$ cat config.mk
export PLATFORM = sky130hd
export DESIGN_NAME = speed_aux
export DESIGN_NICKNAME = d
export VERILOG_FILES = /design/src/logic/speed_aux_pkg.sv /design/src/logic/speed_aux.sv
export SDC_FILE = /design/constraint.sdc
export NUM_CORES = 1
export LEC_CHECK = 0
export BUFFER_PORTS_ARGS = -buffer_cell sky130_fd_sc_hd__buf_2
export CORE_ASPECT_RATIO = 1.75
export CORE_MARGIN = 8
export CORE_UTILIZATION = 63
export DETAILED_ROUTE_END_ITERATION = 7
export PLACE_DENSITY = 0.84
export SLEW_MARGIN = 20
export SYNTH_ARGS = -nofsm -noshare
export SYNTH_HDL_FRONTEND = slang
export SYNTH_SLANG_ARGS = --single-unit
$ cat constraint.sdc
create_clock -name pclk -period 19.2 [get_ports pclk]
set_input_delay 1.92 -clock pclk [delete_from_list [all_inputs] [get_ports pclk]]
set_output_delay 1.92 -clock pclk [all_outputs]
set_load 0.05 [all_outputs]
$ cat src/logic/speed_aux_pkg.sv
// constants, register map and carrier types for the speed-mode helper
// Behaviour
// - zero-lock enable active and |command| <= threshold enters the locked state
// - locked: position loop holds within one pulse of captured position
// - external displacement while locked is driven back to the lock position
// - |command| above threshold leaves lock and follows the command again
// - zero-lock enable inactive never allows the locked state
// - zero-lock threshold register, 0 to 32767 rpm, default 5, immediate
// - forward jog adds jog speed, reverse jog subtracts it
// - command-reverse input negates the speed command
// - speed-pause input forces the effective command to zero
// - consistency output when |filtered speed - command| below threshold
// - speed-reached output when |filtered speed| above threshold
// - zero-speed output when |filtered speed| below zero-speed threshold
// - accelerating output when acceleration exceeds shared threshold
// - decelerating output when deceleration exceeds shared threshold
// - forward output when filtered speed above zero-speed threshold
// - reverse output when filtered speed below negated zero-speed threshold
// - speed feedback low-pass filtered with feedback time constant
// - display speed filtered separately with its own time constant
// - reverse torque limit B value 0 to 3000 tenths, default 1500
package speed_aux_pkg;
	localparam logic [7:0] ZL_THR_ADDR   = 8'h00;
	localparam logic [7:0] JOG_ADDR      = 8'h04;
	localparam logic [7:0] CONS_ADDR     = 8'h08;
	localparam logic [7:0] REACH_ADDR    = 8'h0c;
	localparam logic [7:0] ZSPD_ADDR     = 8'h10;
	localparam logic [7:0] ACC_ADDR      = 8'h14;
	localparam logic [7:0] FBK_TC_ADDR   = 8'h18;
	localparam logic [7:0] DSP_TC_ADDR   = 8'h1c;
	localparam logic [7:0] TLB_SRC_ADDR  = 8'h20;
	localparam logic [7:0] TLB_VAL_ADDR  = 8'h24;
	localparam logic [7:0] STATUS_ADDR   = 8'h28;
	localparam logic [7:0] FSPD_ADDR     = 8'h2c;
	localparam logic [7:0] DSPD_ADDR     = 8'h30;
	localparam logic [7:0] ECMD_ADDR     = 8'h34;
	localparam logic [15:0] ZL_THR_RST   = 16'h0005;
	localparam logic [15:0] ZL_THR_MAX   = 16'h7fff;
	localparam logic [15:0] JOG_RST      = 16'h0014;
	localparam logic [15:0] CONS_RST     = 16'h000a;
	localparam logic [15:0] REACH_RST    = 16'h03e8;
	localparam logic [15:0] ZSPD_RST     = 16'h000a;
	localparam logic [15:0] ACC_RST      = 16'h0064;
	localparam logic [3:0]  FBK_TC_RST   = 4'h2;
	localparam logic [3:0]  DSP_TC_RST   = 4'h4;
	localparam logic [1:0]  TLB_SRC_RST  = 2'h0;
	localparam logic [15:0] TLB_VAL_RST  = 16'h05dc;
	localparam logic [15:0] TLB_VAL_MAX  = 16'h0bb8;
	localparam logic [31:0] UNMAPPED_RD  = 32'h0000_0000;
	typedef struct packed {
		logic zero_lock_enable_input;
		logic forward_jog_input;
		logic reverse_jog_input;
		logic command_reverse_input;
		logic speed_pause_input;
	} din_s;
	typedef struct packed {
		logic speed_consistency_output;
		logic speed_reached_output;
		logic zero_speed_output;
		logic accelerating_output;
		logic decelerating_output;
		logic forward_rotation_output;
		logic reverse_rotation_output;
		logic locked;
	} dout_s;
	typedef enum logic [1:0] {
		ST_FOLLOW = 2'b01,
		ST_LOCKED = 2'b10
	} lock_state_e;
endpackage

$ cat src/logic/speed_aux.sv
// speed-mode zero lock, command shaping, filters and status outputs
module speed_aux
(
	input  wire logic                 pclk,         // 50 mhz clock
	input  wire logic                 presetn,      // async reset, low
	input  wire logic                 psel,         // apb select
	input  wire logic                 penable,      // apb access phase
	input  wire logic                 pwrite,       // apb direction
	input  wire logic [7:0]           paddr,        // apb byte address
	input  wire logic [31:0]          pwdata,       // apb write data
	output logic      [31:0]          prdata,       // apb read data
	output logic                      pready,       // apb ready
	output logic                      pslverr,      // apb error
	input  wire logic                 loop_tick,    // control update strobe
	input  wire logic signed [15:0]   speed_cmd,    // raw command, rpm
	input  wire logic signed [15:0]   speed_fb,     // raw feedback, rpm
	input  wire logic signed [31:0]   enc_pos,      // encoder count
	input  wire speed_aux_pkg::din_s  din_pins,     // asynchronous inputs
	output logic signed [15:0]        eff_cmd,      // speed loop command
	output logic signed [15:0]        pos_corr,     // lock position command
	output logic [15:0]               tlb_limit,    // reverse limit b, 0.1%
	output speed_aux_pkg::dout_s      dout          // status outputs
);
	speed_aux_pkg::din_s        din_s1;
	speed_aux_pkg::din_s        din_s2;
	speed_aux_pkg::lock_state_e state_reg;
	logic [15:0]        zl_thr_reg;
	logic [15:0]        jog_reg;
	logic [15:0]        cons_reg;
	logic [15:0]        reach_reg;
	logic [15:0]        zspd_reg;
	logic [15:0]        acc_reg;
	logic [3:0]         fbk_tc_reg;
	logic [3:0]         dsp_tc_reg;
	logic [1:0]         tlb_src_reg;
	logic [15:0]        tlb_val_reg;
	logic signed [31:0] fb_acc_reg;
	logic signed [31:0] dsp_acc_reg;
	logic signed [15:0] fspd;
	logic signed [15:0] dspd;
	logic signed [15:0] prev_fspd_reg;
	logic signed [31:0] lock_pos_reg;
	logic signed [17:0] shaped;
	logic signed [17:0] cmd_abs;
	logic signed [17:0] sp_abs;
	logic signed [17:0] diff_abs;
	logic signed [17:0] dv;
	logic signed [17:0] dv_abs;
	logic signed [17:0] prev_abs;
	logic signed [31:0] pos_err;
	logic               wr_en;
	logic               rd_en;
	logic               lock_ok;

	// two-stage synchroniser on the digital inputs
	always_ff @(posedge pclk or negedge presetn)
	begin
		if (!presetn)
		begin
			din_s1 <= '0;
			din_s2 <= '0;
		end
		else
		begin
			din_s1 <= din_pins;
			din_s2 <= din_s1;
		end
	end

	assign wr_en = psel && penable && pwrite;
	assign rd_en = psel && penable && !pwrite;

	// settings registers; zero-lock threshold and limit b clamped, the 16-bit speed settings masked to 15 bits, the rest to their width
	always_ff @(posedge pclk or negedge presetn)
	begin
		if (!presetn)
		begin
			zl_thr_reg  <= speed_aux_pkg::ZL_THR_RST;
			jog_reg     <= speed_aux_pkg::JOG_RST;
			cons_reg    <= speed_aux_pkg::CONS_RST;
			reach_reg   <= speed_aux_pkg::REACH_RST;
			zspd_reg    <= speed_aux_pkg::ZSPD_RST;
			acc_reg     <= speed_aux_pkg::ACC_RST;
			fbk_tc_reg  <= speed_aux_pkg::FBK_TC_RST;
			dsp_tc_reg  <= speed_aux_pkg::DSP_TC_RST;
			tlb_src_reg <= speed_aux_pkg::TLB_SRC_RST;
			tlb_val_reg <= speed_aux_pkg::TLB_VAL_RST;
		end
		else if (wr_en)
		begin
			case (paddr)
				speed_aux_pkg::ZL_THR_ADDR:
					zl_thr_reg <= (pwdata[15:0] > speed_aux_pkg::ZL_THR_MAX)
						? speed_aux_pkg::ZL_THR_MAX : pwdata[15:0];
				speed_aux_pkg::JOG_ADDR:    jog_reg    <= {1'b0, pwdata[14:0]};
				speed_aux_pkg::CONS_ADDR:   cons_reg   <= {1'b0, pwdata[14:0]};
				speed_aux_pkg::REACH_ADDR:  reach_reg  <= {1'b0, pwdata[14:0]};
				speed_aux_pkg::ZSPD_ADDR:   zspd_reg   <= {1'b0, pwdata[14:0]};
				speed_aux_pkg::ACC_ADDR:    acc_reg    <= {1'b0, pwdata[14:0]};
				speed_aux_pkg::FBK_TC_ADDR: fbk_tc_reg <= pwdata[3:0];
				speed_aux_pkg::DSP_TC_ADDR: dsp_tc_reg <= pwdata[3:0];
				speed_aux_pkg::TLB_SRC_ADDR: tlb_src_reg <= pwdata[1:0];
				speed_aux_pkg::TLB_VAL_ADDR:
					tlb_val_reg <= (pwdata[15:0] > speed_aux_pkg::TLB_VAL_MAX)
						? speed_aux_pkg::TLB_VAL_MAX : pwdata[15:0];
				default: ;
			endcase
		end
	end

	// apb answer: zero wait, error on unmapped address
	always_ff @(posedge pclk or negedge presetn)
	begin
		if (!presetn)
		begin
			prdata  <= '0;
			pready  <= 1'b0;
			pslverr <= 1'b0;
		end
		else
		begin
			pready  <= psel && !penable;
			pslverr <= 1'b0;
			if (psel && !penable)
			begin
				prdata <= speed_aux_pkg::UNMAPPED_RD;
				case (paddr)
					speed_aux_pkg::ZL_THR_ADDR:  prdata <= {16'h0, zl_thr_reg};
					speed_aux_pkg::JOG_ADDR:     prdata <= {16'h0, jog_reg};
					speed_aux_pkg::CONS_ADDR:    prdata <= {16'h0, cons_reg};
					speed_aux_pkg::REACH_ADDR:   prdata <= {16'h0, reach_reg};
					speed_aux_pkg::ZSPD_ADDR:    prdata <= {16'h0, zspd_reg};
					speed_aux_pkg::ACC_ADDR:     prdata <= {16'h0, acc_reg};
					speed_aux_pkg::FBK_TC_ADDR:  prdata <= {28'h0, fbk_tc_reg};
					speed_aux_pkg::DSP_TC_ADDR:  prdata <= {28'h0, dsp_tc_reg};
					speed_aux_pkg::TLB_SRC_ADDR: prdata <= {30'h0, tlb_src_reg};
					speed_aux_pkg::TLB_VAL_ADDR: prdata <= {16'h0, tlb_val_reg};
					speed_aux_pkg::STATUS_ADDR:  prdata <= {24'h0, dout};
					speed_aux_pkg::FSPD_ADDR:
						prdata <= {{16{fspd[15]}}, fspd};
					speed_aux_pkg::DSPD_ADDR:
						prdata <= {{16{dspd[15]}}, dspd};
					speed_aux_pkg::ECMD_ADDR:
						prdata <= {{16{eff_cmd[15]}}, eff_cmd};
					default: pslverr <= 1'b1;
				endcase
			end
		end
	end

	// command shaping: reverse, jog offset, pause
	always_comb
	begin
		shaped = 18'(speed_cmd);
		if (din_s2.command_reverse_input)
			shaped = -shaped;
		if (din_s2.forward_jog_input)
			shaped = shaped + 18'(jog_reg);
		if (din_s2.reverse_jog_input)
			shaped = shaped - 18'(jog_reg);
		if (din_s2.speed_pause_input)
			shaped = '0;
		cmd_abs = shaped[17] ? -shaped : shaped;
	end

	assign lock_ok = din_s2.zero_lock_enable_input
		&& (cmd_abs <= 18'(zl_thr_reg));

	// zero lock state and captured position
	always_ff @(posedge pclk or negedge presetn)
	begin
		if (!presetn)
		begin
			state_reg    <= speed_aux_pkg::ST_FOLLOW;
			lock_pos_reg <= '0;
		end
		else if (loop_tick)
		begin
			case (state_reg)
				speed_aux_pkg::ST_FOLLOW:
					if (lock_ok)
					begin
						state_reg    <= speed_aux_pkg::ST_LOCKED;
						lock_pos_reg <= enc_pos;
					end
				speed_aux_pkg::ST_LOCKED:
					if (!lock_ok)
						state_reg <= speed_aux_pkg::ST_FOLLOW;
				default: state_reg <= speed_aux_pkg::ST_FOLLOW;
			endcase
		end
	end

	assign pos_err = lock_pos_reg - enc_pos;

	// speed outputs; locked loop drives back to the lock point
	always_ff @(posedge pclk or negedge presetn)
	begin
		if (!presetn)
		begin
			eff_cmd  <= '0;
			pos_corr <= '0;
		end
		else if (loop_tick)
		begin
			// lock_ok is the state after this tick, so the command
			// is zeroed on the entry tick and restored on the exit tick
			if (lock_ok)
			begin
				eff_cmd <= '0;
				// dead band of one pulse either side
				if (state_reg == speed_aux_pkg::ST_LOCKED
					&& (pos_err > 32'sd1 || pos_err < -32'sd1))
					pos_corr <= (pos_err > 32'sd32767) ? 16'sh7fff :
						(pos_err < -32'sd32767) ? -16'sh7fff :
						16'(pos_err);
				else
					pos_corr <= '0;
			end
			else
			begin
				eff_cmd  <= (shaped > 18'sd32767) ? 16'sh7fff :
					(shaped < -18'sd32767) ? -16'sh7fff : 16'(shaped);
				pos_corr <= '0;
			end
		end
	end

	// first-order filters, shift gives the time constant
	always_ff @(posedge pclk or negedge presetn)
	begin
		if (!presetn)
		begin
			fb_acc_reg  <= '0;
			dsp_acc_reg <= '0;
		end
		else if (loop_tick)
		begin
			fb_acc_reg  <= fb_acc_reg + ((32'(speed_fb) <<< 16)
				- fb_acc_reg >>> fbk_tc_reg);
			dsp_acc_reg <= dsp_acc_reg + ((32'(fspd) <<< 16)
				- dsp_acc_reg >>> dsp_tc_reg);
		end
	end

	assign fspd = fb_acc_reg[31:16];
	assign dspd = dsp_acc_reg[31:16];

	// comparison terms
	always_comb
	begin
		sp_abs   = fspd[15] ? -18'(fspd) : 18'(fspd);
		diff_abs = 18'(fspd) - 18'(eff_cmd);
		diff_abs = diff_abs[17] ? -diff_abs : diff_abs;
		dv       = 18'(fspd) - 18'(prev_fspd_reg);
		dv_abs   = dv[17] ? -dv : dv;
		prev_abs = prev_fspd_reg[15] ? -18'(prev_fspd_reg)
			: 18'(prev_fspd_reg);
	end

	// status outputs and torque limit b output
	always_ff @(posedge pclk or negedge presetn)
	begin
		if (!presetn)
		begin
			dout          <= '0;
			prev_fspd_reg <= '0;
			tlb_limit     <= speed_aux_pkg::TLB_VAL_RST;
		end
		else
		begin
			dout.locked <= (state_reg == speed_aux_pkg::ST_LOCKED);
			tlb_limit   <= (tlb_src_reg == speed_aux_pkg::TLB_SRC_RST)
				? tlb_val_reg : '0;
			if (loop_tick)
			begin
				prev_fspd_reg <= fspd;
				dout.speed_consistency_output <=
					diff_abs < 18'(cons_reg);
				dout.speed_reached_output <=
					sp_abs > 18'(reach_reg);
				dout.zero_speed_output <=
					sp_abs < 18'(zspd_reg);
				// speeding up in magnitude versus slowing down
				dout.accelerating_output <= (dv_abs > 18'(acc_reg))
					&& (sp_abs > prev_abs);
				dout.decelerating_output <= (dv_abs > 18'(acc_reg))
					&& (sp_abs < prev_abs);
				// signed compare, the threshold register is unsigned
				dout.forward_rotation_output <=
					18'(fspd) > signed'(18'(zspd_reg));
				dout.reverse_rotation_output <=
					18'(fspd) < -signed'(18'(zspd_reg));
			end
		end
	end

	chk_lock_needs_enable: assert property (@(posedge pclk)
		disable iff (!presetn)
		(state_reg == speed_aux_pkg::ST_FOLLOW) && loop_tick
		&& !din_s2.zero_lock_enable_input
		|=> state_reg == speed_aux_pkg::ST_FOLLOW)
		else $error("lock entered without enable");
	chk_lock_entry: assert property (@(posedge pclk)
		disable iff (!presetn)
		loop_tick && lock_ok |=> state_reg == speed_aux_pkg::ST_LOCKED)
		else $error("lock not entered");
	chk_lock_exit: assert property (@(posedge pclk)
		disable iff (!presetn)
		loop_tick && !lock_ok |=> state_reg == speed_aux_pkg::ST_FOLLOW)
		else $error("lock not left");
	chk_locked_cmd_zero: assert property (@(posedge pclk)
		disable iff (!presetn)
		loop_tick && lock_ok |=> eff_cmd == 0)
		else $error("command passed while locked");
	chk_pause_zero: assert property (@(posedge pclk)
		disable iff (!presetn)
		loop_tick && din_s2.speed_pause_input
		&& state_reg == speed_aux_pkg::ST_FOLLOW |=> eff_cmd == 0)
		else $error("pause did not zero command");
	chk_zero_vs_rot: assert property (@(posedge pclk)
		disable iff (!presetn)
		dout.zero_speed_output |-> !dout.forward_rotation_output
		&& !dout.reverse_rotation_output)
		else $error("zero speed with rotation");
	chk_fwd_rev_excl: assert property (@(posedge pclk)
		disable iff (!presetn)
		!(dout.forward_rotation_output && dout.reverse_rotation_output))
		else $error("both directions at once");
	chk_reach_update: assert property (@(posedge pclk)
		disable iff (!presetn)
		loop_tick |=> dout.speed_reached_output
		== ($past(sp_abs) > 18'($past(reach_reg))))
		else $error("speed reached wrong");
	chk_acc_dec_excl: assert property (@(posedge pclk)
		disable iff (!presetn)
		!(dout.accelerating_output && dout.decelerating_output))
		else $error("accelerating and decelerating");
	cov_lock: cover property (@(posedge pclk)
		state_reg == speed_aux_pkg::ST_LOCKED);
	cov_jog: cover property (@(posedge pclk)
		loop_tick && din_s2.forward_jog_input);
	cov_reach: cover property (@(posedge pclk) dout.speed_reached_output);
endmodule

### After elaboration in Yosys (flattened, before gate mapping)

Index checks and enable logic that the tools add are counted.

* register bits: 331

* add/sub/neg operators: 16
* $lt $le $gt $ge: 17
* equal/unequal tests: 17
* shift-type cells: 2
* multiplexer cells: 25
* reductions and logical operators: 24

Operator list (number)
* 32-bit case mux with 14 select lines: 1
* 18-bit two-way mux: 9
* 16-bit two-way mux: 10
* 32-bit subtractor: 3
* 32-bit adder: 2
* 32-bit by 4-bit >>> shifter with 32-bit output: 2
* 16-bit negator with 18-bit output: 3
* 8-bit by 6-bit == test with 1-bit output, second input constant: 6
* 18-bit by 15-bit greater-than comparator with 1-bit output: 2
* 18-bit by 15-bit < comparator with 1-bit output: 2
* 17-bit negator with 18-bit output: 2
* 16-bit by 16-bit subtractor with 17-bit output: 2
* 8-bit by 5-bit == test with 1-bit output, second input constant: 4
* 32-bit by 16-bit greater-than comparator with 1-bit output, second input constant: 1
* 32-bit by 2-bit greater-than comparator with 1-bit output, second input constant: 1
* 32-bit by 1-bit < comparator with 1-bit output, second input constant: 1
* 32-bit by 16-bit < comparator with 1-bit output, second input constant: 1
* 2-bit AND reduction: 10
* 18-bit by 15-bit adder with 18-bit output: 1
* 18-bit by 16-bit greater-than comparator with 1-bit output, second input constant: 1
* 18-bit greater-than comparator: 1
* 18-bit by 16-bit less-or-equal comparator with 1-bit output: 1
* 16-bit by 18-bit < comparator with 1-bit output: 1
* 18-bit by 16-bit < comparator with 1-bit output, second input constant: 1
* other kinds (22): 33

### Longest topological paths before layout

* depth after elaboration: 13
* gate-level depth with buffers: 39
* mapped depth without buffers: 37

### Worst setup path after synthesis

OpenSTA, ideal clock, no wires.

* path type: input -> register
* start point: input speed_cmd[5]
* end point: register lock_pos_reg[10]
* data arrival time: 9.274 ns
* data required time: 19.075 ns
* slack: 9.801 ns
* stages: 37
* path buffers: 4
* cells stage by stage: or4_1 > buf_2 > or3_4 > o31ai_4 > xor2_1 > inv_1 > ha_1 > nand3_1 > nor4_1 > o21ai_0 > a31o_2 > ha_1 > o21ai_0 > a21oi_1 > a221oi_1 > o21ai_0 > a21o_1 > a21o_1 > o31a_1 > o21ai_2 > clkbuf_1 > nor2_1 > xnor2_1 > ha_1 > o21a_1 > o21a_1 > o21a_1 > o21a_1 > o21ai_0 > a21o_1 > a21oi_1 > a311oi_2 > mux2i_2 > nor2b_1 > buf_2 > buf_6 > mux2_4

* longest elaborated chain between the ends: 12

RTL lines
* start: declaration: RTL line speed_aux.sv:15 `input wire logic signed [15:0] speed_cmd,`
* 16-bit negator with 18-bit output: RTL line speed_aux.sv:156 `shaped = -shaped;`
* 18-bit two-way mux *: RTL line speed_aux.sv:155 `if (din_s2.command_reverse_input)`
* 18-bit by 15-bit adder with 18-bit output: RTL line speed_aux.sv:158 `shaped = shaped + 18'(jog_reg);`
* 18-bit two-way mux *: RTL line speed_aux.sv:157 `if (din_s2.forward_jog_input)`
* 18-bit by 15-bit subtractor with 18-bit output: RTL line speed_aux.sv:160 `shaped = shaped - 18'(jog_reg);`
* 18-bit two-way mux *: RTL line speed_aux.sv:159 `if (din_s2.reverse_jog_input)`
* 18-bit two-way mux *: RTL line speed_aux.sv:161 `if (din_s2.speed_pause_input)`
* 18-bit negator: RTL line speed_aux.sv:163 `cmd_abs = shaped[17] ? -shaped : shaped;`
* 18-bit two-way mux *: RTL line speed_aux.sv:163
* 18-bit by 16-bit less-or-equal comparator with 1-bit output *: RTL line speed_aux.sv:167 `&& (cmd_abs <= 18'(zl_thr_reg));`
* 1-bit logical AND *: RTL line speed_aux.sv:167
* 3-bit AND reduction (no line) *
* end signal: assignment: RTL line speed_aux.sv:184 `lock_pos_reg <= enc_pos;`
* end: declaration: RTL line speed_aux.sv:42 `logic signed [31:0] lock_pos_reg;`

Every way passes the cells marked *; elsewhere a longest branch is shown, timed or not.
A chain may end at the register's enable or synchronous reset.

### Final worst setup path

* start point: input speed_cmd[5]
* end point: register lock_pos_reg[31]

The elaborated chain is that of the path after synthesis.

==> flow_summary.ini <==
[outcome]
outcome = complete, no violations

[detailed_routing]
drc = 0
routed_wirelength_mm = 104
drt_iter0_drc = 2558
drt_first_pass_iters = 6
ant_nets = 0
vias_per_cell = 6.62
vias = 30626
wl_per_cell_um = 22.4

[synthesis]
ys_types = 107
syn_avg_cell_area_um2 = 8.37
ys.flop_type = dfrtp_1
ys_seq_elements = 316
syn_area_um2 = 32100
synth_edf_count = 0
yosysSeqAreaShare_pct = 24.8
async_flop_share_pct = 100
yosysWarnings = 0
syn_inst = 3832

[clock_network]
ctsResizeCount = 0
cts-hold-fix-buffers = 0
post-cts-setup-buffers = 0
clockBufferDepth = 3
ctsHtreeMaxLevel = 2
cts_buffers = 34
clk-insertion-delay-late_ps = 570
clock_sinks = 316
cts-root-buf = clkbuf_16
path_clk_slew_ps = 70
cts_tree = built

[setup_path]
crit_slowest_cell = nor4_1
timing.critical_path.mode_cell = o21ai_0
endpoint_kind = flop
crit_fanout = 32
cp_data_arrival_time_ps = 11240
worst-setup-path-type = input pin to flop
cp.required_ps = 19640
cpPeakStageDelay_ps = 700
worst_setup_path_start_kind = input pin

[timing]
whs_ps = 350
skew_ps = 43.7
period_needed_ps = 10800
worstMarginPinSlew_ps = 996
max-slew-margin-rel_pct = 33.3
slew_violations = 0
final-setup-viol-count = 0
setup-tns-final_ps = 0
fmax_mhz = 92.6
hold_viol = 0
finalCritPeriodShare_pct = 56.3
rsz0062_at_grt = false

[finish]
final_util_pct = 68.7
layout.nets = 4377
syn_to_final_growth_pct = 8.07
drive_above_1_share_pct = 14.1
fillerInstances = 4133

[global_routing]
grt_pass1_vias = 30441
grt.total_usage_pct = 34.3
grt_antenna_before_repair = 7
grt_pass1_wl_mm = 161
grt_max_degree = 118
grt-ovfl-total = 0

[floorplan]
core_area_um2 = 50500
start_util_pct = 63.5
die_x_um = 187
die_area_um2 = 58700
die-height_um = 314
rows = 109
io_pins = 205

[power_and_ir_drop]
cellPowerDensity_nw_per_um2 = 208
vdd_drop_max_v = 0.000110
p_leak_nw = 15.6

[job]
maxCapViolCount = 0

[place]
numPortBuffers = 188
hpwl_mm = 78.4
place.gp.congestion = 1.01

[min_path]
min_path_type = flop to flop
-- cell families (layout without fill, tap and decap cells) --
group	after synthesis	in the layout	share of synthesized area [%]
xor+xnor	254	254	7.02
compound gates	1097	1097	22.7
buf+inv	452	575	5.58
simple gates	1114	1114	17.2
fa+ha+maj	329	329	13.0
other cells	2	10	0.0234
mux	268	268	9.75
flops	316	316	24.8
-- critical path, delay by kind of cell --
kind | cells | cell delay (ps)
AOI/OAI and AO/OA | 20 | 4160
xor gates and xnor gates | 1 | 260
adders and majority gates | 3 | 950
buffers and inverters | 5 | 1140
muxes | 2 | 510
and+or+nand+nor | 6 | 2260
-- final timing paths --
kind / from / end / slack [ps] / depth (start not counted)
worst max register to register: din_s2[1] / lock_pos_reg[31] / 9850 / 33
worst min-delay path: din_s1[1] / din_s2[1] / 350 / 0
min in group asynchronous: presetn / dsp_acc_reg[12] / 1460 / 1
worst min register to register: din_s1[1] / din_s2[1] / 350 / 0
max in group asynchronous: presetn / tlb_limit[9] / 14580 / 4
worst max-delay path: speed_cmd[5] / lock_pos_reg[31] / 8400 / 37
-- metal layers --
layer / vias up / share of wire (%) / GRT usage [%]
li1: 14159 / - / -
met1: 14430 / 34 / 34.2
met2: 1459 / 47 / 59.5
met3: 568 / 7.7 / 7.44
met4: 10 / 10 / 30.6
met5: - / 0.069 / 0
-- cells in the mapped netlist (18+ instances only) --
master | number | area (um^2)
nor3_1 | 94 | 470
mux2_4 | 30 | 450
nor4_1 | 23 | 144
nand3b_1 | 19 | 143
a21o_1 | 76 | 571
nor2_1 | 332 | 1250
clkbuf_1 | 123 | 462
a21oi_1 | 294 | 1470
a221oi_1 | 19 | 166
xnor2_1 | 170 | 1490
o211ai_1 | 40 | 300
or3_1 | 25 | 156
a31oi_1 | 44 | 275
o21a_1 | 69 | 518
o21ai_0 | 215 | 1080
a22oi_1 | 64 | 480
a211oi_1 | 46 | 345
ha_1 | 322 | 4030
nand3_1 | 77 | 385
o22ai_1 | 23 | 144
mux2i_1 | 96 | 961
nand2b_1 | 59 | 369
inv_1 | 285 | 1070
o31ai_1 | 27 | 203
nand4_1 | 41 | 257
dfrtp_1 | 282 | 7060
nor2b_1 | 43 | 269
and3_1 | 24 | 150
nand2_1 | 247 | 927
mux2_2 | 131 | 1480
and2_1 | 44 | 275
xor2_1 | 82 | 718
buf_1 | 18 | 67.6
dfstp_2 | 34 | 893
o21bai_1 | 22 | 165
-- cell type report --
| cell class | instances | area [um^2] | share of cell area, % |
|---|---|---|---|
| antenna | 6 | 15.0 | 0.0433 |
| clock buffer | 45 | 952 | 2.75 |
| clock inverter | 15 | 215 | 0.621 |
| inverter | 287 | 1080 | 3.11 |
| multi-input combinational | 3066 | 22400 | 64.5 |
| sequential | 316 | 7950 | 22.9 |
| tap | 666 | 833 | 2.40 |
| timing repair buffer | 228 | 1260 | 3.63 |
-- stage by stage --
stage | cell area (um^2) | total power, W | cells | setup WS [ps]
final | 34700 | 0.00720 | 4629 | 8400
after global routing | 34600 | 0.00783 | 4624 | 7620
after CTS | 34600 | 0.00710 | 4623 | 8530
after detailed placement | 33500 | 0.00636 | 4563 | 8010
after global placement | 33500 | 0.00622 | 4563 | 8130
after floorplan | 32100 | 0.00512 | 3834 | 9800
-- report_power, final --
part	switching [W]	leakage (nW)	total (W)	internal [W]
registers	0.000221	3.91	0.00105	0.000825
clock network	0.000301	0.556	0.000697	0.000396
logic	0.00317	11.1	0.00545	0.00229
total	0.00369	15.6	0.00720	0.00351
-- cell usage in the layout (no fill, tap or decap), drive strengths merged, types with 64 or more instances in the layout --
| cell type | n |
|---|---|
| mux2 | 161 |
| o21ai | 218 |
| dfrtp | 282 |
| inv | 286 |
| a21o | 76 |
| a21oi | 295 |
| o21a | 69 |
| ha | 322 |
| a22oi | 64 |
| xnor2 | 171 |
| nor2 | 333 |
| nand3 | 77 |
| mux2i | 97 |
| buf | 228 |
| nand2 | 247 |
| xor2 | 83 |
| nor3 | 94 |
(Power assumes the default switching activity.)
